[src/design/kbch_pkg.sv]
// Constants, register map and carrier types of the keyboard host channel
package kbch_pkg;
    // Core-side register addresses
    localparam logic [15:0] CTRL_ADDR     = 16'hfea0;
    localparam logic [15:0] IRQC_ADDR     = 16'hfea2;
    localparam logic [15:0] KSTAT_ADDR    = 16'hfea4;
    localparam logic [15:0] KDO_ADDR      = 16'hfea6;
    localparam logic [15:0] MDO_ADDR      = 16'hfea8;
    localparam logic [15:0] KDI_ADDR      = 16'hfeaa;
    localparam logic [15:0] PSTAT_ADDR    = 16'hfeac;
    localparam logic [15:0] PDO_ADDR      = 16'hfeae;
    localparam logic [15:0] PDI_ADDR      = 16'hfeb0;
    // Host I/O ports
    localparam logic [9:0]  HOST_KDATA    = 10'h060;
    localparam logic [9:0]  HOST_KCMD     = 10'h064;
    localparam logic [9:0]  HOST_PDATA    = 10'h062;
    localparam logic [9:0]  HOST_PCMD     = 10'h066;
    localparam int          HOST_A2_BIT   = 2;
    // Control register fields
    localparam int CTRL_KBD_IE     = 0;
    localparam int CTRL_MOUSE_IE   = 1;
    localparam int CTRL_OBE_CIE    = 2;
    localparam int CTRL_IBF_CIE    = 3;
    localparam int CTRL_PM_IE      = 4;
    localparam int CTRL_PM_OBE_CIE = 5;
    localparam int CTRL_PM_IBF_CIE = 6;
    localparam logic [7:0] CTRL_MASK  = 8'h7f;
    // IRQ control fields
    localparam int IRQC_MODE_LO    = 3;
    localparam int IRQC_NPOL       = 6;
    localparam int IRQC_PUSH_PULL  = 7;
    localparam logic [7:0] IRQC_DIRECT_MASK = 8'h07;
    // Status fields
    localparam int STAT_OBF        = 0;
    localparam int STAT_IBF        = 1;
    localparam int STAT_A2         = 3;
    localparam logic [7:0] STAT_FW_MASK = 8'hf4;
    // Reset values
    localparam logic [7:0] CTRL_RST   = 8'h00;
    localparam logic [7:0] IRQC_RST   = 8'h07;
    localparam logic [7:0] STAT_RST   = 8'h00;
    localparam logic [7:0] BYTE_ZERO  = 8'h00;
    // Pulse-mode widths in core clocks
    localparam logic [2:0] MODE_LEVEL = 3'h0;
    localparam logic [4:0] PULSE_1    = 5'h01;
    localparam logic [4:0] PULSE_2    = 5'h02;
    localparam logic [4:0] PULSE_4    = 5'h04;
    localparam logic [4:0] PULSE_8    = 5'h08;
    localparam logic [4:0] PULSE_16   = 5'h10;
    localparam logic [4:0] PULSE_NONE = 5'h00;
    // Input FIFO shape
    localparam int IN_FIFO_DEPTH = 8;
    localparam int IN_FIFO_WIDTH = 9;

    typedef struct packed {
        logic [9:0] addr;
        logic [7:0] data;
        logic       rd;
        logic       wr;
    } kbch_host_s;

    typedef struct packed {
        logic [15:0] addr;
        logic [7:0]  wdata;
        logic        wr;
        logic        rd;
    } kbch_core_req_s;

    typedef struct packed {
        logic       a2;
        logic [7:0] data;
    } kbch_in_word_s;
endpackage

[src/design/kbch_host_channel.sv]
// Keyboard/PM host channel: core registers, host ports, host IRQ drivers
`timescale 1ns/1ns

module kbch_fifo #(
    parameter int WIDTH = 9,
    parameter int DEPTH = 8
) (
    // Clock and reset
    input  wire logic             clk_in,
    input  wire logic             rst_n_in,
    // Fill side
    input  wire logic             in_valid_in,
    output logic                  in_ready_out,
    input  wire logic [WIDTH-1:0] in_data_in,
    // Drain side
    output logic                  out_valid_out,
    input  wire logic             out_ready_in,
    output logic      [WIDTH-1:0] out_data_out
);
    localparam int PW = $clog2(DEPTH);
    localparam logic [PW:0] FULL_COUNT = (PW+1)'(DEPTH);

    logic [WIDTH-1:0] mem_q [DEPTH];
    logic [PW-1:0]    wr_ptr_q;
    logic [PW-1:0]    rd_ptr_q;
    logic [PW:0]      count_q;
    wire              push = in_valid_in && in_ready_out;
    wire              pop  = out_valid_out && out_ready_in;

    assign in_ready_out  = (count_q != FULL_COUNT);
    assign out_valid_out = (count_q != '0);
    assign out_data_out  = mem_q[rd_ptr_q];

    always_ff @(posedge clk_in) begin
        if (push) begin
            mem_q[wr_ptr_q] <= in_data_in;
        end
    end

    always_ff @(posedge clk_in or negedge rst_n_in) begin
        if (!rst_n_in) begin
            wr_ptr_q <= '0;
            rd_ptr_q <= '0;
            count_q  <= '0;
        end else begin
            if (push) begin
                wr_ptr_q <= PW'(wr_ptr_q + 1'b1);
            end
            if (pop) begin
                rd_ptr_q <= PW'(rd_ptr_q + 1'b1);
            end
            count_q <= (PW+1)'(count_q + push - pop);
        end
    end
endmodule // kbch_fifo

module kbch_host_channel
    import kbch_pkg::*;
(
    // Clock and reset
    input  wire logic                     clk_in,
    input  wire logic                     rst_n_in,
    // Core register port
    input  wire kbch_pkg::kbch_core_req_s core_req_in,
    output logic                 [7:0]    core_rdata_out,
    // Core interrupt lines
    output logic                          kbd_obe_int_out,
    output logic                          kbd_ibf_int_out,
    output logic                          pm_obe_int_out,
    output logic                          pm_ibf_int_out,
    // Host I/O bus pins
    input  wire kbch_pkg::kbch_host_s     host_bus_in,
    output logic                 [7:0]    host_data_out,
    output logic                          host_data_oe_out,
    output logic                          host_ready_out,
    // Host IRQ pins, index 0 IRQ1, 1 IRQ12, 2 IRQ11
    input  wire logic            [2:0]    irq_pin_in,
    output logic                 [2:0]    irq_pin_out,
    output logic                 [2:0]    irq_pin_oe_out
);
    import kbch_pkg::*;

    // Reserved codes give the shortest pulse
    function automatic logic [4:0] pulse_len(input logic [2:0] mode);
        case (mode)
            3'h1:    pulse_len = PULSE_1;
            3'h2:    pulse_len = PULSE_2;
            3'h3:    pulse_len = PULSE_4;
            3'h4:    pulse_len = PULSE_8;
            3'h5:    pulse_len = PULSE_16;
            3'h0:    pulse_len = PULSE_NONE;
            default: pulse_len = PULSE_1;
        endcase
    endfunction

    // Registers
    logic [7:0]    ctrl_q;
    logic [7:0]    irqc_q;
    logic [7:0]    kstat_q;
    logic [7:0]    pstat_q;
    logic [7:0]    kout_q;
    logic [7:0]    kin_q;
    logic [7:0]    pout_q;
    logic [7:0]    pin_q;
    logic          src_mouse_q;
    logic [7:0]    rdata_q;
    logic [7:0]    host_dout_q;
    logic [2:0]    irq_q;
    logic [4:0]    pulse_cnt_q [3];
    logic [2:0]    irq_s1_q;
    logic [2:0]    irq_s2_q;
    kbch_host_s    host_s1_q;
    kbch_host_s    host_s2_q;
    kbch_host_s    host_s3_q;

    // Core address decode
    wire core_wr     = core_req_in.wr;
    wire core_rd     = core_req_in.rd;

    wire wr_ctrl     = core_wr && (core_req_in.addr == CTRL_ADDR);
    wire wr_irqc     = core_wr && (core_req_in.addr == IRQC_ADDR);
    wire wr_kstat    = core_wr && (core_req_in.addr == KSTAT_ADDR);
    wire wr_kdo      = core_wr && (core_req_in.addr == KDO_ADDR);
    wire wr_mdo      = core_wr && (core_req_in.addr == MDO_ADDR);
    wire wr_pstat    = core_wr && (core_req_in.addr == PSTAT_ADDR);
    wire wr_pdo      = core_wr && (core_req_in.addr == PDO_ADDR);
    wire rd_kdi      = core_rd && (core_req_in.addr == KDI_ADDR);
    wire rd_pdi      = core_rd && (core_req_in.addr == PDI_ADDR);

    // Host strobes, seen after the two-stage synchroniser
    wire host_rd_rise = host_s2_q.rd && !host_s3_q.rd;
    wire host_wr_rise = host_s2_q.wr && !host_s3_q.wr;

    wire [9:0] haddr  = host_s2_q.addr;
    wire sel_kdata    = (haddr == HOST_KDATA);
    wire sel_kcmd     = (haddr == HOST_KCMD);
    wire sel_pdata    = (haddr == HOST_PDATA);
    wire sel_pcmd     = (haddr == HOST_PCMD);
    wire sel_any      = sel_kdata || sel_kcmd || sel_pdata || sel_pcmd;

    wire host_rd_kd   = host_rd_rise && sel_kdata;
    wire host_rd_pd   = host_rd_rise && sel_pdata;
    wire host_wr_kbc  = host_wr_rise && (sel_kdata || sel_kcmd);
    wire host_wr_pm   = host_wr_rise && (sel_pdata || sel_pcmd);
    wire host_a2      = haddr[HOST_A2_BIT];

    // Host writes to the keyboard channel queue here; IRQ-free hosts may burst
    kbch_in_word_s fifo_in_word;
    kbch_in_word_s fifo_out_word;
    logic          fifo_in_ready;
    logic          fifo_out_valid;
    wire           fifo_out_ready = !kstat_q[STAT_IBF];
    wire           fifo_pop       = fifo_out_valid && fifo_out_ready;

    assign fifo_in_word.a2   = host_a2;
    assign fifo_in_word.data = host_s2_q.data;

    kbch_fifo #(
        .WIDTH (IN_FIFO_WIDTH),
        .DEPTH (IN_FIFO_DEPTH)
    ) u_in_fifo (
        .clk_in        (clk_in),
        .rst_n_in      (rst_n_in),
        .in_valid_in   (host_wr_kbc),
        .in_ready_out  (fifo_in_ready),
        .in_data_in    (fifo_in_word),
        .out_valid_out (fifo_out_valid),
        .out_ready_in  (fifo_out_ready),
        .out_data_out  (fifo_out_word)
    );

    // Host IRQ line generation
    wire [2:0] hw_en  = {ctrl_q[CTRL_PM_IE], ctrl_q[CTRL_MOUSE_IE], ctrl_q[CTRL_KBD_IE]};
    wire [2:0] trig   = {wr_pdo, wr_mdo, wr_kdo};
    wire [2:0] lvl_req = {pstat_q[STAT_OBF],
                          kstat_q[STAT_OBF] && src_mouse_q,
                          kstat_q[STAT_OBF] && !src_mouse_q};

    wire [2:0] irq_mode   = irqc_q[IRQC_MODE_LO +: 3];
    wire       pulse_mode = (irq_mode != MODE_LEVEL);
    wire       npol       = irqc_q[IRQC_NPOL];
    wire       push_pull  = irqc_q[IRQC_PUSH_PULL];

    logic [2:0] hw_val;
    logic [2:0] irq_d;

    always_comb begin
        irq_d  = '0;
        hw_val = '0;
        for (int i = 0; i < 3; i++) begin
            hw_val[i] = pulse_mode ? (pulse_cnt_q[i] == PULSE_NONE) : lvl_req[i];
            irq_d[i]  = hw_en[i] ? (hw_val[i] ^ npol) : irqc_q[i];
        end
    end

    // Open drain floats on one; push-pull drives both levels
    assign irq_pin_out    = push_pull ? irq_q : 3'h0;
    assign irq_pin_oe_out = push_pull ? 3'h7 : ~irq_q;

    always_ff @(posedge clk_in or negedge rst_n_in) begin
        if (!rst_n_in) begin
            irq_q <= '0;
            for (int i = 0; i < 3; i++) pulse_cnt_q[i] <= PULSE_NONE;
        end else begin
            irq_q <= irq_d;
            for (int i = 0; i < 3; i++) begin
                if (trig[i] && pulse_mode) begin
                    pulse_cnt_q[i] <= pulse_len(irq_mode);
                end else if (pulse_cnt_q[i] != PULSE_NONE) begin
                    pulse_cnt_q[i] <= 5'(pulse_cnt_q[i] - 1'b1);
                end
            end
        end
    end

    // Pin sampling for host inputs and IRQ readback
    always_ff @(posedge clk_in or negedge rst_n_in) begin
        if (!rst_n_in) begin
            host_s1_q <= '0;
            host_s2_q <= '0;
            host_s3_q <= '0;
            irq_s1_q  <= '0;
            irq_s2_q  <= '0;
        end else begin
            host_s1_q <= host_bus_in;
            host_s2_q <= host_s1_q;
            host_s3_q <= host_s2_q;
            irq_s1_q  <= irq_pin_in;
            irq_s2_q  <= irq_s1_q;
        end
    end

    // Control and IRQ control registers
    always_ff @(posedge clk_in or negedge rst_n_in) begin
        if (!rst_n_in) begin
            ctrl_q <= CTRL_RST;
            irqc_q <= IRQC_RST;
        end else begin
            if (wr_ctrl) ctrl_q <= core_req_in.wdata & CTRL_MASK;
            if (wr_irqc) irqc_q <= core_req_in.wdata;
        end
    end

    // Keyboard channel status and buffers; set wins over clear
    always_ff @(posedge clk_in or negedge rst_n_in) begin
        if (!rst_n_in) begin
            kstat_q     <= STAT_RST;
            kout_q      <= BYTE_ZERO;
            kin_q       <= BYTE_ZERO;
            src_mouse_q <= 1'b0;
        end else begin
            if (wr_kstat) begin
                kstat_q <= (kstat_q & ~STAT_FW_MASK) | (core_req_in.wdata & STAT_FW_MASK);
            end
            if (wr_kdo || wr_mdo) begin
                kout_q              <= core_req_in.wdata;
                src_mouse_q         <= wr_mdo;
                kstat_q[STAT_OBF]   <= 1'b1;
            end else if (host_rd_kd) begin
                kstat_q[STAT_OBF]   <= 1'b0;
            end
            if (fifo_pop) begin
                kin_q               <= fifo_out_word.data;
                kstat_q[STAT_A2]    <= fifo_out_word.a2;
                kstat_q[STAT_IBF]   <= 1'b1;
            end else if (rd_kdi) begin
                kstat_q[STAT_IBF]   <= 1'b0;
            end
        end
    end

    // PM channel status and buffers
    always_ff @(posedge clk_in or negedge rst_n_in) begin
        if (!rst_n_in) begin
            pstat_q <= STAT_RST;
            pout_q  <= BYTE_ZERO;
            pin_q   <= BYTE_ZERO;
        end else begin
            if (wr_pstat) begin
                pstat_q <= (pstat_q & ~STAT_FW_MASK) | (core_req_in.wdata & STAT_FW_MASK);
            end
            if (wr_pdo) begin
                pout_q            <= core_req_in.wdata;
                pstat_q[STAT_OBF] <= 1'b1;
            end else if (host_rd_pd) begin
                pstat_q[STAT_OBF] <= 1'b0;
            end
            if (host_wr_pm) begin
                pin_q             <= host_s2_q.data;
                pstat_q[STAT_A2]  <= host_a2;
                pstat_q[STAT_IBF] <= 1'b1;
            end else if (rd_pdi) begin
                pstat_q[STAT_IBF] <= 1'b0;
            end
        end
    end

    // Core read data, one cycle after the read strobe
    wire [7:0] irqc_view = (irqc_q & ~IRQC_DIRECT_MASK) | {5'h00, irq_s2_q};
    logic [7:0] rdata_d;
    always_comb begin
        rdata_d = BYTE_ZERO;
        if (core_req_in.addr == CTRL_ADDR) rdata_d = ctrl_q;
        else if (core_req_in.addr == IRQC_ADDR) rdata_d = irqc_view;
        else if (core_req_in.addr == KSTAT_ADDR) rdata_d = kstat_q;
        else if (core_req_in.addr == KDI_ADDR) rdata_d = kin_q;
        else if (core_req_in.addr == PSTAT_ADDR) rdata_d = pstat_q;
        else if (core_req_in.addr == PDI_ADDR) rdata_d = pin_q;
    end

    // Host read data is latched at the strobe edge and held while it stays high
    logic [7:0] host_dout_d;
    always_comb begin
        host_dout_d = BYTE_ZERO;
        if (sel_kdata) host_dout_d = kout_q;
        else if (sel_kcmd) host_dout_d = kstat_q;
        else if (sel_pdata) host_dout_d = pout_q;
        else if (sel_pcmd) host_dout_d = pstat_q;
    end

    always_ff @(posedge clk_in or negedge rst_n_in) begin
        if (!rst_n_in) begin
            rdata_q     <= BYTE_ZERO;
            host_dout_q <= BYTE_ZERO;
        end else begin
            if (core_rd) rdata_q <= rdata_d;
            if (host_rd_rise) host_dout_q <= host_dout_d;
        end
    end

    assign core_rdata_out   = rdata_q;
    assign host_data_out    = host_dout_q;
    assign host_data_oe_out = host_s2_q.rd && host_s3_q.rd && sel_any;

    // Host must hold off keyboard-port writes while this is low
    assign host_ready_out   = fifo_in_ready;

    // Core interrupt levels
    assign kbd_obe_int_out = ctrl_q[CTRL_OBE_CIE] && !kstat_q[STAT_OBF];
    assign kbd_ibf_int_out = ctrl_q[CTRL_IBF_CIE] && kstat_q[STAT_IBF];
    assign pm_obe_int_out  = ctrl_q[CTRL_PM_OBE_CIE] && !pstat_q[STAT_OBF];
    assign pm_ibf_int_out  = ctrl_q[CTRL_PM_IBF_CIE] && pstat_q[STAT_IBF];
endmodule // kbch_host_channel

[config.mk]
export PLATFORM = sky130hd
export DESIGN_NAME = kbch_host_channel
export DESIGN_NICKNAME = d
export VERILOG_FILES = /design/src/design/kbch_pkg.sv /design/src/design/kbch_host_channel.sv
export SDC_FILE = /design/constraint.sdc
export NUM_CORES = 1
export LEC_CHECK = 0
export ABC_AREA = 0
export BUFFER_PORTS_ARGS = -buffer_cell sky130_fd_sc_hd__buf_2
export CAP_MARGIN = 20
export CORE_MARGIN = 3
export CORE_UTILIZATION = 45
export CTS_CLUSTER_SIZE = 12
export DETAILED_ROUTE_END_ITERATION = 8
export PLACE_DENSITY = 0.64
export SYNTH_ARGS = -nofsm -noshare
export SYNTH_HDL_FRONTEND = slang
export SYNTH_HIERARCHICAL = 1
export SYNTH_SLANG_ARGS = --single-unit
[constraint.sdc]
create_clock -name clk_in -period 5.3 [get_ports clk_in]
set_input_delay 0.795 -clock clk_in [delete_from_list [all_inputs] [get_ports clk_in]]
set_output_delay 0.795 -clock clk_in [all_outputs]
set_load 0.005 [all_outputs]
## After elaboration in Yosys (flattened, before gate mapping)

Memories as Yosys holds them, arrays and structs flattened.
Index checks and enable logic that the tools add are counted.

- Bits in registers: 156
- Memory bits (writable): 72
- Input bits: 51
- Output and inout port bits: 28
- Word-level logic and storage cells: 165
- Memories kept: 1

Memory list:

| memory | words | bits a word | rd ports | clocked after memory_dff | wr ports | line | RTL |
|---|---|---|---|---|---|---|---|
| u_in_fifo.mem_q | 8 | 9 | 1 | 0 | 1 | kbch_host_channel.sv:23 | `logic [WIDTH-1:0] mem_q [DEPTH];` |

- $add $sub $neg: 7
- Eq/ne operators: 18
- Mux-type cells: 39
- Bitwise logic cells: 7
- Reductions and logical operators: 57

Operator list:

| cell | count |
|---|---|
| == test 16 bit, second input constant | 9 |
| 2-to-1 mux 8 bit | 10 |
| == test 10 x 7 -> 1 bit, second input constant | 4 |
| 2-to-1 mux 5 bit | 6 |
| logical AND 1 bit | 28 |
| case mux 5 bit (5 select lines) | 1 |
| 2-to-1 mux 1 bit | 18 |
| bitwise OR 4 x 8 -> 8 bit | 2 |
| zero test 5 bit | 3 |
| nonzero test 3 bit | 5 |
| nonzero test 5 bit | 3 |
| subtractor 5 x 1 -> 5 bit, second input constant | 3 |
| nonzero test 2 bit | 5 |
| 2-to-1 mux 4 bit | 2 |
| bitwise OR 8 x 3 -> 8 bit | 1 |
| adder 3 x 1 -> 3 bit, second input constant | 2 |
| == test 3 x 2 -> 1 bit, second input constant | 2 |
| == test 3 bit, second input constant | 2 |
| zero test 1 bit | 6 |
| 2-to-1 mux 3 bit | 2 |
| logical OR 1 bit | 5 |
| adder 4 x 1 -> 4 bit | 1 |
| inequality test 4 bit, second input constant | 1 |
| nonzero test 4 bit | 1 |
| 4 further kinds | 6 |

## Logic depth before layout (Yosys ltp)

Gate-level depths: netlist (run 1).

- Depth in word-level cells: 7
- Depth in mapped cells: 11

## Cells and area by module

Netlist (run 1), hierarchy kept.

Modules (own cells, without submodules):

| module | times used | cells each | area each (sq um) | seq. area each (sq um) |
|---|---|---|---|---|
| kbch_host_channel | 1 | 513 | 6501.2 | 3657.3 |
| kbch_fifo | 1 | 159 | 3363.2 | 2412.3 |

## Worst setup path after synthesis (run 1)

No wires, ideal clock.

- Path kind: reg-to-reg
- Start: reg host_s2_q, in the netlist haddr[7]
- End: reg u_in_fifo.count_q[2]
- Library setup time: 0.122 ns
- Arrival time: 2.670 ns
- Required time: 5.178 ns
- Setup slack: 2.508 ns
- Stages on the path, launching flop included: 11
- Clock period less this slack: 2.792 ns
- Cells stage by stage: dfrtp_1 -> nor4b_1 -> and4b_1 -> clkbuf_1 -> nor4bb_1 -> nand2_1 -> ha_1 -> inv_1 -> ha_1 -> fa_1 -> xor2_1

- Longest elaborated chain between the ends: 6
- Elaborated cells on any way between the ends: 7
- Those cells by class: add/sub (2); eq/ne (2); reduce/logical (3)

Ends and longest elaborated chain:

| element | line | RTL |
|---|---|---|
| start, declared | kbch_host_channel.sv:113 | `kbch_host_s host_s2_q;` |
| start signal, assigned | kbch_host_channel.sv:226 | `host_s2_q <= host_s1_q;` |
| == test 10 x 7 -> 1 bit, on equally long branches | kbch_host_channel.sv:135, kbch_host_channel.sv:136 |  |
| logical OR 1 bit * | kbch_host_channel.sv:143 | `wire host_wr_kbc = host_wr_rise && (sel_kdata \|\| sel_kcmd);` |
| logical AND 1 bit * | kbch_host_channel.sv:143 |  |
| via host_wr_kbc | kbch_host_channel.sv:143 |  |
| logical AND 1 bit * | kbch_host_channel.sv:27 | `wire push = in_valid_in && in_ready_out;` |
| adder 4 x 1 -> 4 bit * | kbch_host_channel.sv:52 | `count_q <= (PW+1)'(count_q + push - pop);` |
| subtractor 4 x 1 -> 4 bit * | kbch_host_channel.sv:52 |  |
| end signal, assigned | kbch_host_channel.sv:52 |  |
| end, declared | kbch_host_channel.sv:26 | `logic [PW:0] count_q;` |

Mark *: on every way through the listed nets, which the timed path passes. The rest lies on a longest branch.
A chain may end at the register's enable or synchronous reset.

## Final worst setup path (run 1)

Ends and elaborated chain as after synthesis.

==> results of run 1 <==
[critical path, delay by kind of cell, from the launching register on]
kind,cells,cell delay (ns)
XOR/XNOR,1,0.16
flip-flops,1,0.36
AND/OR/NAND/NOR,4,1.83
adder cells (fa/ha/maj),3,0.96
buffers and inverters,1,0.04
[layout by cell type (no fill, tap or decap), drive strengths merged, types with 7 or more instances in the layout]
master  netlist  routed
dfrtp       153     153
mux4         26      26
inv          24      25
nor2         24      24
nand2b       14      14
nor3         23      23
and3          9       9
xnor2        13      13
mux2         73      73
ha           14      14
nand3        29      29
and2          7       7
edfxtp       72      72
o21ai        12      12
o221ai        7       7
clkbuf       14      41
nand2        30      30
nor2b         7       7
a31oi         9       9
buf          10      81
a21oi        22      22
[through the flow]
| stage | power [W] | util |
|---|---|---|
| global route | 0.00428 | 0.533 |
| floorplan | 0.00230 | - |
| CTS | 0.00415 | 0.531 |
| detailed placement | 0.00245 | 0.492 |
| global placement | 0.00242 | 0.492 |
| finish | 0.00411 | 0.533 |
[cells by family after synthesis]
group           Yosys count  synth area share
compound gates           79            0.0573
xor+xnor                 19            0.0169
fa+ha+maj                15            0.0198
mux                     101             0.152
flops                   228             0.615
buf+inv                  48            0.0223
simple gates            182             0.117
[sequential cells by signal, indices dropped and copies added, names as in the netlist, 8 cells and up]
name	count
core_rdata_out	8
kout_q	8
pin_q	8
pulse_cnt_q	15
host_s1_q	20
kstat_q	8
u_in_fifo/mem_q	72
pstat_q	8
kin_q	8
haddr	10
irqc_q	8
fifo_in_word	8
host_data_out	8
pout_q	8
[final cells by class]
type / instances / share of cell area
Clock inverter: 7 / 0.00728
Sequential cell: 228 / 0.535
Tap cell: 275 / 0.0303
Timing Repair Buffer: 83 / 0.0396
Inverter: 24 / 0.00795
Clock buffer: 39 / 0.0642
Multi-Input combinational cell: 396 / 0.315
[worst paths after layout]
kind / end / start / slack, ns / depth (start not counted)
setup / recovery: u_in_fifo/count_q[2]$_DFF_PN0_ / haddr[7]$_DFF_PN0_ / 1.85 / 9
hold / removal: host_data_out[4]$_DFFE_PN0P_ / rst_n_in / 0.20 / 1
setup reg to reg: u_in_fifo/count_q[2]$_DFF_PN0_ / haddr[7]$_DFF_PN0_ / 1.85 / 9
hold reg to reg: fifo_in_word[0]$_DFF_PN0_ / host_s1_q[2]$_DFF_PN0_ / 0.34 / 0
max in group asynchronous: irqc_q[2]$_DFFE_PN1P_ / rst_n_in / 3.80 / 3
min in group clk_in: fifo_in_word[0]$_DFF_PN0_ / host_s1_q[2]$_DFF_PN0_ / 0.34 / 0
[per-layer routing]
metal | up-vias | GRT usage | wire, um
met2 | 149 | 0.300 | 10500
met4 | 0 | 0.0551 | 680
met5 | - | 0 | 0
met3 | 42 | 0.0270 | 920
li1 | 2685 | - | -
met1 | 3003 | 0.254 | 9400
[power by group through the flow]
stage               clock (W)  sequential [W]  combinational, W
finish                0.00168         0.00199          0.000433
global placement            0         0.00202          0.000403
CTS                   0.00173         0.00199          0.000433
global route          0.00179         0.00200          0.000488
floorplan                   0         0.00200          0.000308
detailed placement          0         0.00202          0.000430
==> impl_results.md, run 1 <==
- Top cells by area, synth: dfrtp_1 39%, edfxtp_1 22%, mux2_2 7.0%
- Depth of the CTS H-tree: 1
- Synthesized flop and latch total: approximately 230
- Area grow syn2layout: 14.9%
- Worst path slowest cell: nor4bb_1
- Core ar.: between 0.02 and 0.025 mm^2
- Syn avg cell area: about 15 um^2
- Synth cell types: between 60 and 70
- Antenna-violating nets left: 0
- Die Ht: roughly 150 um
- Syn nets: about 740
- Post-cts sizing count: 0
- Non-Filler Instances: ~1.1k
- Post-route cell area: 0.0113 mm^2
- CTS Buffer Depth: 3
- Gate Count Post-Synth: roughly 670
- Die area: about 0.024 mm^2
- Root Buffer: clkbuf_16
- Clk Latency, worst-skew pair: ~0.53 ns
- Largest net degree at the start of global routing: 115
- Via Count: 5879
- Most frequent cells after synthesis: 153 x dfrtp_1, 72 x edfxtp_1, 61 x mux2_2
- Area leader, netlist: dfrtp_1
- TritonCTS clock tree: built
- Slew @ Worst Pin: between 1 and 1.5 ns
- Startpoint Class: flop
- P_sw: 0.00100 W
- Final hold slack: around 0.20 ns
- CTS Sinks: around 230
- Final setup skew: around 0.0081 ns
- DP Worst Slack: 1.65 ns
- Placed Cells: about 1k
- Final setup viols: 0
- Net Sw Frac: 0.244
- Avg Vias per Cell: roughly 5.6
- Total of max-cap violations: 0
- Final #Nets: ~820
- Slew Limit Fails: 0
- Crit-path cells: nor4b_1 > and4b_1 > nor4bb_1 > nand2_1 > ha_1 > inv_1 > ha_1 > fa_1 > xor2_1
- Chip Width: approximately 150 um
- Clock-pin slew on the worst setup and hold paths: around 0.06 ns
- Crit path kind: flop to flop
- Synth Flop Type: dfrtp_1
- FFs w/ async S/R, synth: 0.684
- First-pass GRT wire length: between 30000 and 40000 um
- Register area: a little over 0.006 mm^2
- IR drop worst, VDD: roughly 350 uV
- PwrDens: between 300 and 400 mW/mm^2
- Row count: 53
- Maximum clock rate: about 0.29 GHz
- RSZ-0062 raised after global routing: false
- Hold Fails Final Rpt: 0
- Drt wl/cell: between 20 and 25 um
- Pre-antenna DRT Iters: 4
- Crit share post-route: 0.651
- Layout cells sized above 1: 0.311
- Hold_buf cts: 0
- Combinational share of power: 0.105
- Ports: 79
- Count leader, synth: dfrtp_1
- Top-area cell type share of the netlist area: 0.388
- Final min period: about 3.4 ns
- Diode count: 0
- Ys Warns: 6
- Clock Power Share: 0.410
- Synthesized cell area: roughly 0.0099 mm^2
- Crit path required time: around 5.7 ns
- GRT Overall Usage: 0.182
- Pleak: 4.88 nW
- Most Frequent Cell on Critical Path: ha_1
- Vias in the first global route: between 6k and 7k
- Slew HR: 0.300
- Sequential fraction of the synthesis area: 0.615
- CTS buffer count: 25
- Post-synth EDFFs: between 70 and 80
- Final Worst Setup Slack: about 1.9 ns
- Detailed placer's ending HPWL: 15200 um
- Setup TNS: 0 ns
- Worst EP arrival: around 3.9 ns
- Postcts setup bufs: 0
- Critical Path End Type: flop
- Multi-input gate area: roughly 0.0036 mm^2
- Status: completed
- Filler instances: roughly 1.7k
- Initial antenna violation count: 0
- HP Class: input port to async pin
- Crit-path max FO: 6
- Placed inst area: between 0.01 and 0.015 mm^2
- DRT iter0 DRCs: 351
- Initial Util: 0.463
- PortBufs: roughly 80
- # DRC: 0
- Internal Power: ~0.0031 W
- GP Congestion: between 0.8 and 0.9
- Total wire length: 21500 um
- Grt total ovfl: 0
- Seq pwr share: 0.485
- Worst path max stage delay: roughly 0.82 ns
(Power assumes the default switching activity.)
==> inputs of run 2 (changes only) <==
Clock period 5.3 ns to 3.5 ns, I/O delays scaled along.
==> impl_results.md, run 2 (synthesized netlist as in run 1, its figures left out) <==
- FF-to-FF setup slack: 0.39 ns (was 1.85 ns)
- Largest net degree at the start of global routing: 86 (was 115)
- First-pass GRT wire length: 33900 um (was 34600 um)
- Diode count: 0 (unchanged)
- Final Total Pwr: 0.00619 W (was 0.00411 W)
- Crit-path cells: nor4b_1 > and4b_1 > nor4bb_1 > nand2_1 > ha_1 > inv_1 > ha_1 > fa_1 > xor2_1 (unchanged)
- Worst EP arrival: 3.52 ns (was 3.86 ns)
- Slew @ Worst Pin: 0.884 ns (was 1.05 ns)
- Critical Path End Type: flop (unchanged)
- Chip Width: 154 um (unchanged)
- GP Congestion: 0.870 (was 0.849)
- Crit-path max FO: 6 (unchanged)
- Layout cells sized above 1: 0.314 (was 0.311)
- Worst path max stage delay: 0.63 ns (was 0.82 ns)
- Final setup skew: 0.0122 ns (was 0.00808 ns)
- Row count: 53 (unchanged)
- Commonest non-fill, non-tap cell in the layout: dfrtp_1 (unchanged)
- Area grow syn2layout: 15.0% (was 14.9%)
- Depth of the CTS H-tree: 1 (unchanged)
- RSZ-0062 raised after global routing: false (unchanged)
- Die area: 0.0237 mm^2 (unchanged)
- Final core utilization: 0.533 (about the same)
- # DRC: 0 (unchanged)
- Postcts setup bufs: 0 (unchanged)
- PwrDens: 546 mW/mm^2 (was 362 mW/mm^2)
- TritonCTS clock tree: built (unchanged)
- Worst path slowest cell: nor4bb_1 (unchanged)
- Avg Vias per Cell: 5.61 (was 5.59)
- Clk Latency, worst-skew pair: 0.53 ns (about the same)
- Setup TNS: 0 ns (unchanged)
- Top Registers: u_in_fifo/mem_q: 72 flops, host_s1_q: 20 flops, pulse_cnt_q: 15 flops (unchanged)
- Initial antenna violation count: 0 (unchanged)
- Root Buffer: clkbuf_16 (unchanged)
- Slew Limit Fails: 0 (unchanged)
- Via Count: 5919 (was 5879)
- Hold_buf cts: 0 (unchanged)
- Grt total ovfl: 0 (unchanged)
- HP Class: input port to async pin (unchanged)
- Most Frequent Cell on Critical Path: ha_1 (unchanged)
- Crit path kind: flop to flop (unchanged)
- Clock-pin slew on the worst setup and hold paths: 0.06 ns (about the same)
- Startpoint Class: flop (unchanged)
- Pre-antenna DRT Iters: 7 (was 4)
- Antenna-violating nets left: 0 (unchanged)
- Initial Util: 0.463 (unchanged)
- Post-cts sizing count: 0 (unchanged)
- CTS Buffer Depth: 3 (unchanged)
- Pleak: 4.90 nW (was 4.88 nW)
- Final min period: 3.11 ns (was 3.45 ns)
- Slew HR: 0.402 (was 0.300)
- Crit path required time: 3.91 ns (was 5.71 ns)
- Status: completed (unchanged)
- Vias in the first global route: 6160 (was 6083)
- Total of max-cap violations: 0 (unchanged)
- Hold Fails Final Rpt: 0 (unchanged)
- Final setup viols: 0 (unchanged)
- Max reg flops: 72 (unchanged)
- Final #Nets: 830 (was 824)
- IR drop worst, VDD: 382 uV (was 353 uV)
- GRT Overall Usage: 0.179 (was 0.182)
- Most frequent cells in the layout: 153 x dfrtp_1, 77 x buf_2, 72 x edfxtp_1 (was 153 x dfrtp_1, 78 x buf_2, 72 x edfxtp_1)
- PortBufs: 78 (unchanged)
- Ports: 79 (unchanged)
- Crit share post-route: 0.888 (was 0.651)
- Drt wl/cell: 20.0 um (was 20.4 um)
- Final Worst Setup Slack: 0.393 ns (was 1.85 ns)
- Detailed placer's ending HPWL: 15400 um (was 15200 um)
- CTS buffer count: 25 (unchanged)
- CTS Sinks: 228 (unchanged)
- Maximum clock rate: 0.322 GHz (was 0.290 GHz)
- DRT iter0 DRCs: 402 (was 351)
- Reg with most FFs: u_in_fifo/mem_q (unchanged)
- Core ar.: 0.0213 mm^2 (unchanged)
- Total wire length: 21100 um (was 21500 um)
- Die Ht: 154 um (unchanged)
- Final hold slack: 0.0523 ns (was 0.200 ns)
- DP Worst Slack: 0.353 ns (was 1.65 ns)
-- run 2: cell count changes in the layout (fill, tap and decap cells not counted), sizes merged --
cell	previous run	this run
clkbuf	41	42
buf	81	87
clkinv	5	2
-- run 2: layout make-up --
class,instances,area (um^2)
clock inverters,4,63.8
inverters,24,90.1
well taps,275,344
multi-input cells,396,3570
fillers,1733,9940
flip-flops and latches,228,6070
repair buffers,89,474
clock buffers,40,732
-- run 2: critical path, delay by kind of cell (launching register included) --
family	cells	cell delay (ns)
DFF	1	0.37
buffers and inverters	1	0.04
and+or+nand+nor	4	1.50
adders and majority gates	3	0.93
xor gates and xnor gates	1	0.15
-- run 2: per-layer routing --
layer,track usage,wire length (um)
met1,0.234,8970
met2,0.307,10600
met3,0.0335,1040
met4,0.0496,540
met5,0,0
-- run 2: worst paths after layout --
| path | end | from | depth (start not counted) |
|---|---|---|---|
| max | u_in_fifo/count_q[2]$_DFF_PN0_ | haddr[7]$_DFF_PN0_ | 9 |
| min | kout_q[6]$_DFFE_PN0P_ | rst_n_in | 1 |
| max reg2reg | u_in_fifo/count_q[2]$_DFF_PN0_ | haddr[7]$_DFF_PN0_ | 9 |
| min reg2reg | irq_s2_q[0]$_DFF_PN0_ | irq_s1_q[0]$_DFF_PN0_ | 0 |
| max in group asynchronous | host_s1_q[5]$_DFF_PN0_ | rst_n_in | 2 |
| min in group clk_in | host_s1_q[4]$_DFF_PN0_ | host_bus_in[4] | 1 |
-- run 2: report_power, final --
group	internal (W)	leakage [nW]	switching [W]
clock	0.00151	0.388	0.00101
combinational	0.000298	1.86	0.000363
sequential	0.00289	2.65	0.000125
-- run 2: stage by stage --
stage,std cells,area [um^2]
CTS,1054,11300
floorplan,672,9860
global route,1056,11300
detailed placement,1010,10500
finish,1056,11300
global placement,1010,10500
==> inputs of run 3 (changes only) <==
Settings changed: SETUP_SLACK_MARGIN from default to 0.5.
==> impl_results.md, run 3 (synthesized netlist as in run 1, its figures left out) <==
- Status: completed (unchanged)
- CTS Sinks: 228 (unchanged)
- Final setup viols: 0 (unchanged)
- Final min period: 2.76 ns (was 3.11 ns)
- Seq pwr share: 0.487 (about the same)
- GP Congestion: 0.870 (unchanged)
- Final Worst Setup Slack: 0.738 ns (was 0.393 ns)
- Slew HR: 0.399 (was 0.402)
- Vias in the first global route: 6156 (was 6160)
- Top Registers: u_in_fifo/mem_q: 72 flops, host_s1_q: 20 flops, pulse_cnt_q: 15 flops (unchanged)
- Total wire length: 21100 um (about the same)
- Initial Util: 0.463 (unchanged)
- # DRC: 0 (unchanged)
- Crit-path max FO: 6 (unchanged)
- Root Buffer: clkbuf_16 (unchanged)
- Setup TNS: 0 ns (unchanged)
- TritonCTS clock tree: built (unchanged)
- Slew Limit Fails: 0 (unchanged)
- Max reg flops: 72 (unchanged)
- Pleak: 4.90 nW (about the same)
- Final #Nets: 830 (unchanged)
- Avg Vias per Cell: 5.58 (was 5.61)
- Via Count: 5897 (was 5919)
- PortBufs: 78 (unchanged)
- First-pass GRT wire length: 33900 um (about the same)
- Slew @ Worst Pin: 0.888 ns (was 0.884 ns)
- P_sw: 0.00150 W (about the same)
- DRT iter0 DRCs: 456 (was 402)
- Critical Path End Type: flop (unchanged)
- Most frequent cells in the layout: 153 x dfrtp_1, 77 x buf_2, 72 x edfxtp_1 (unchanged)
- Startpoint Class: flop (unchanged)
- PwrDens: 545 mW/mm^2 (was 546 mW/mm^2)
- Ports: 79 (unchanged)
- Area grow syn2layout: 15.2% (was 15.0%)
- Chip Width: 154 um (unchanged)
- Hold_buf cts: 0 (unchanged)
- Maximum clock rate: 0.362 GHz (was 0.322 GHz)
- GRT Overall Usage: 0.179 (unchanged)
- IR drop worst, VDD: 382 uV (about the same)
- CTS buffer count: 25 (unchanged)
- Final Total Pwr: 0.00619 W (about the same)
- Row count: 53 (unchanged)
- Crit share post-route: 0.789 (was 0.888)
- Clock Power Share: 0.406 (about the same)
- Net Sw Frac: 0.242 (about the same)
- Clock-pin slew on the worst setup and hold paths: 0.06 ns (about the same)
- Non-Filler Instances: 1056 (unchanged)
- Detailed placer's ending HPWL: 15400 um (unchanged)
- Die Ht: 154 um (unchanged)
- Grt total ovfl: 0 (unchanged)
- Depth of the CTS H-tree: 1 (unchanged)
- DP Worst Slack: 0.353 ns (unchanged)
- Hold Fails Final Rpt: 0 (unchanged)
- Total of max-cap violations: 0 (unchanged)
- Layout cells sized above 1: 0.316 (was 0.314)
- Final hold slack: 0.0509 ns (was 0.0523 ns)
- Initial antenna violation count: 0 (unchanged)
- CTS Buffer Depth: 3 (unchanged)
- Clk Latency, worst-skew pair: 0.53 ns (about the same)
- Core ar.: 0.0213 mm^2 (unchanged)
- Die area: 0.0237 mm^2 (unchanged)
- Placed Cells: 1010 (unchanged)
- Worst EP arrival: 3.17 ns (was 3.52 ns)
- Commonest non-fill, non-tap cell in the layout: dfrtp_1 (unchanged)
- Pre-antenna DRT Iters: 5 (was 7)
- HP Class: input port to async pin (unchanged)
- Diode count: 0 (unchanged)
- Final setup skew: 0.0123 ns (was 0.0122 ns)
- Filler instances: 1733 (unchanged)
- Crit path kind: flop to flop (unchanged)
- Antenna-violating nets left: 0 (unchanged)
- Largest net degree at the start of global routing: 86 (unchanged)
- Drt wl/cell: 20.0 um (about the same)
- Combinational share of power: 0.107 (about the same)
- Internal Power: 0.00470 W (was 0.00469 W)
- Reg with most FFs: u_in_fifo/mem_q (unchanged)
- RSZ-0062 raised after global routing: false (unchanged)
- Crit path required time: 3.91 ns (about the same)
## run 3: final timing paths
check                                           start                              to  slack, ns  cells after the start
worst max-delay path               haddr[7]$_DFF_PN0_  u_in_fifo/count_q[2]$_DFF_PN0_       0.74                      9
worst min-delay path                         rst_n_in           kout_q[6]$_DFFE_PN0P_       0.05                      1
worst max register to register     haddr[7]$_DFF_PN0_  u_in_fifo/count_q[2]$_DFF_PN0_       0.74                      9
worst min register to register  irq_s1_q[0]$_DFF_PN0_           irq_s2_q[0]$_DFF_PN0_       0.35                      0
max in group asynchronous                    rst_n_in          host_s1_q[5]$_DFF_PN0_       2.56                      2
min in group clk_in                    host_bus_in[4]          host_s1_q[4]$_DFF_PN0_       0.10                      1
## run 3: cell type report
| class | count | area (um^2) | share of cell area |
|---|---|---|---|
| flip-flops and latches | 228 | 6070 | 0.534 |
| multi-input cells | 396 | 3590 | 0.316 |
| clock buffers | 40 | 732 | 0.0644 |
| inverters | 24 | 90.1 | 0.00793 |
| repair buffers | 89 | 474 | 0.0417 |
| well taps | 275 | 344 | 0.0303 |
| clock inverters | 4 | 63.8 | 0.00561 |
## run 3: what timing repair did
item,in CTS,in global routing
gates cloned,0,0
buffers inserted,0,0
endpoints found under the setup margin,48,57
gates resized for setup,1,2
## run 3: critical path, stage by stage, from the launching register on
cell and delay (ns):
dfrtp_1 0.37, nor4b_1 0.27, and4b_2 0.34, nor4bb_4 0.40
nand2_1 0.17, ha_1 0.32, inv_1 0.04, ha_1 0.20
fa_1 0.38, xor2_1 0.15
## run 3: through the flow
| stage | utilization | instance area, um^2 |
|---|---|---|
| 2_1_floorplan | - | 9860 |
| 3_3_place_gp | 0.495 | 10500 |
| 3_5_place_dp | 0.495 | 10500 |
| 4_1_cts | 0.533 | 11300 |
| 5_1_grt | 0.534 | 11400 |
| 6_report | 0.534 | 11400 |
## run 3: per-layer routing
metal,GRT usage,wire length (um),share of wire,vias to the layer above
met1,0.234,8850,0.42,3008
met5,0,0,0,-
met2,0.307,10600,0.50,152
li1,-,-,-,2694
met3,0.0335,1110,0.053,43
met4,0.0496,549,0.026,0
## run 3: power by group through the flow
stage	Clock (W)	Combinational [W]	Sequential, W
finish	0.00252	0.000661	0.00301
global route	0.00270	0.000752	0.00303
CTS	0.00258	0.000664	0.00301
detailed placement	0	0.000657	0.00306
global placement	0	0.000616	0.00305
floorplan	0	0.000466	0.00302
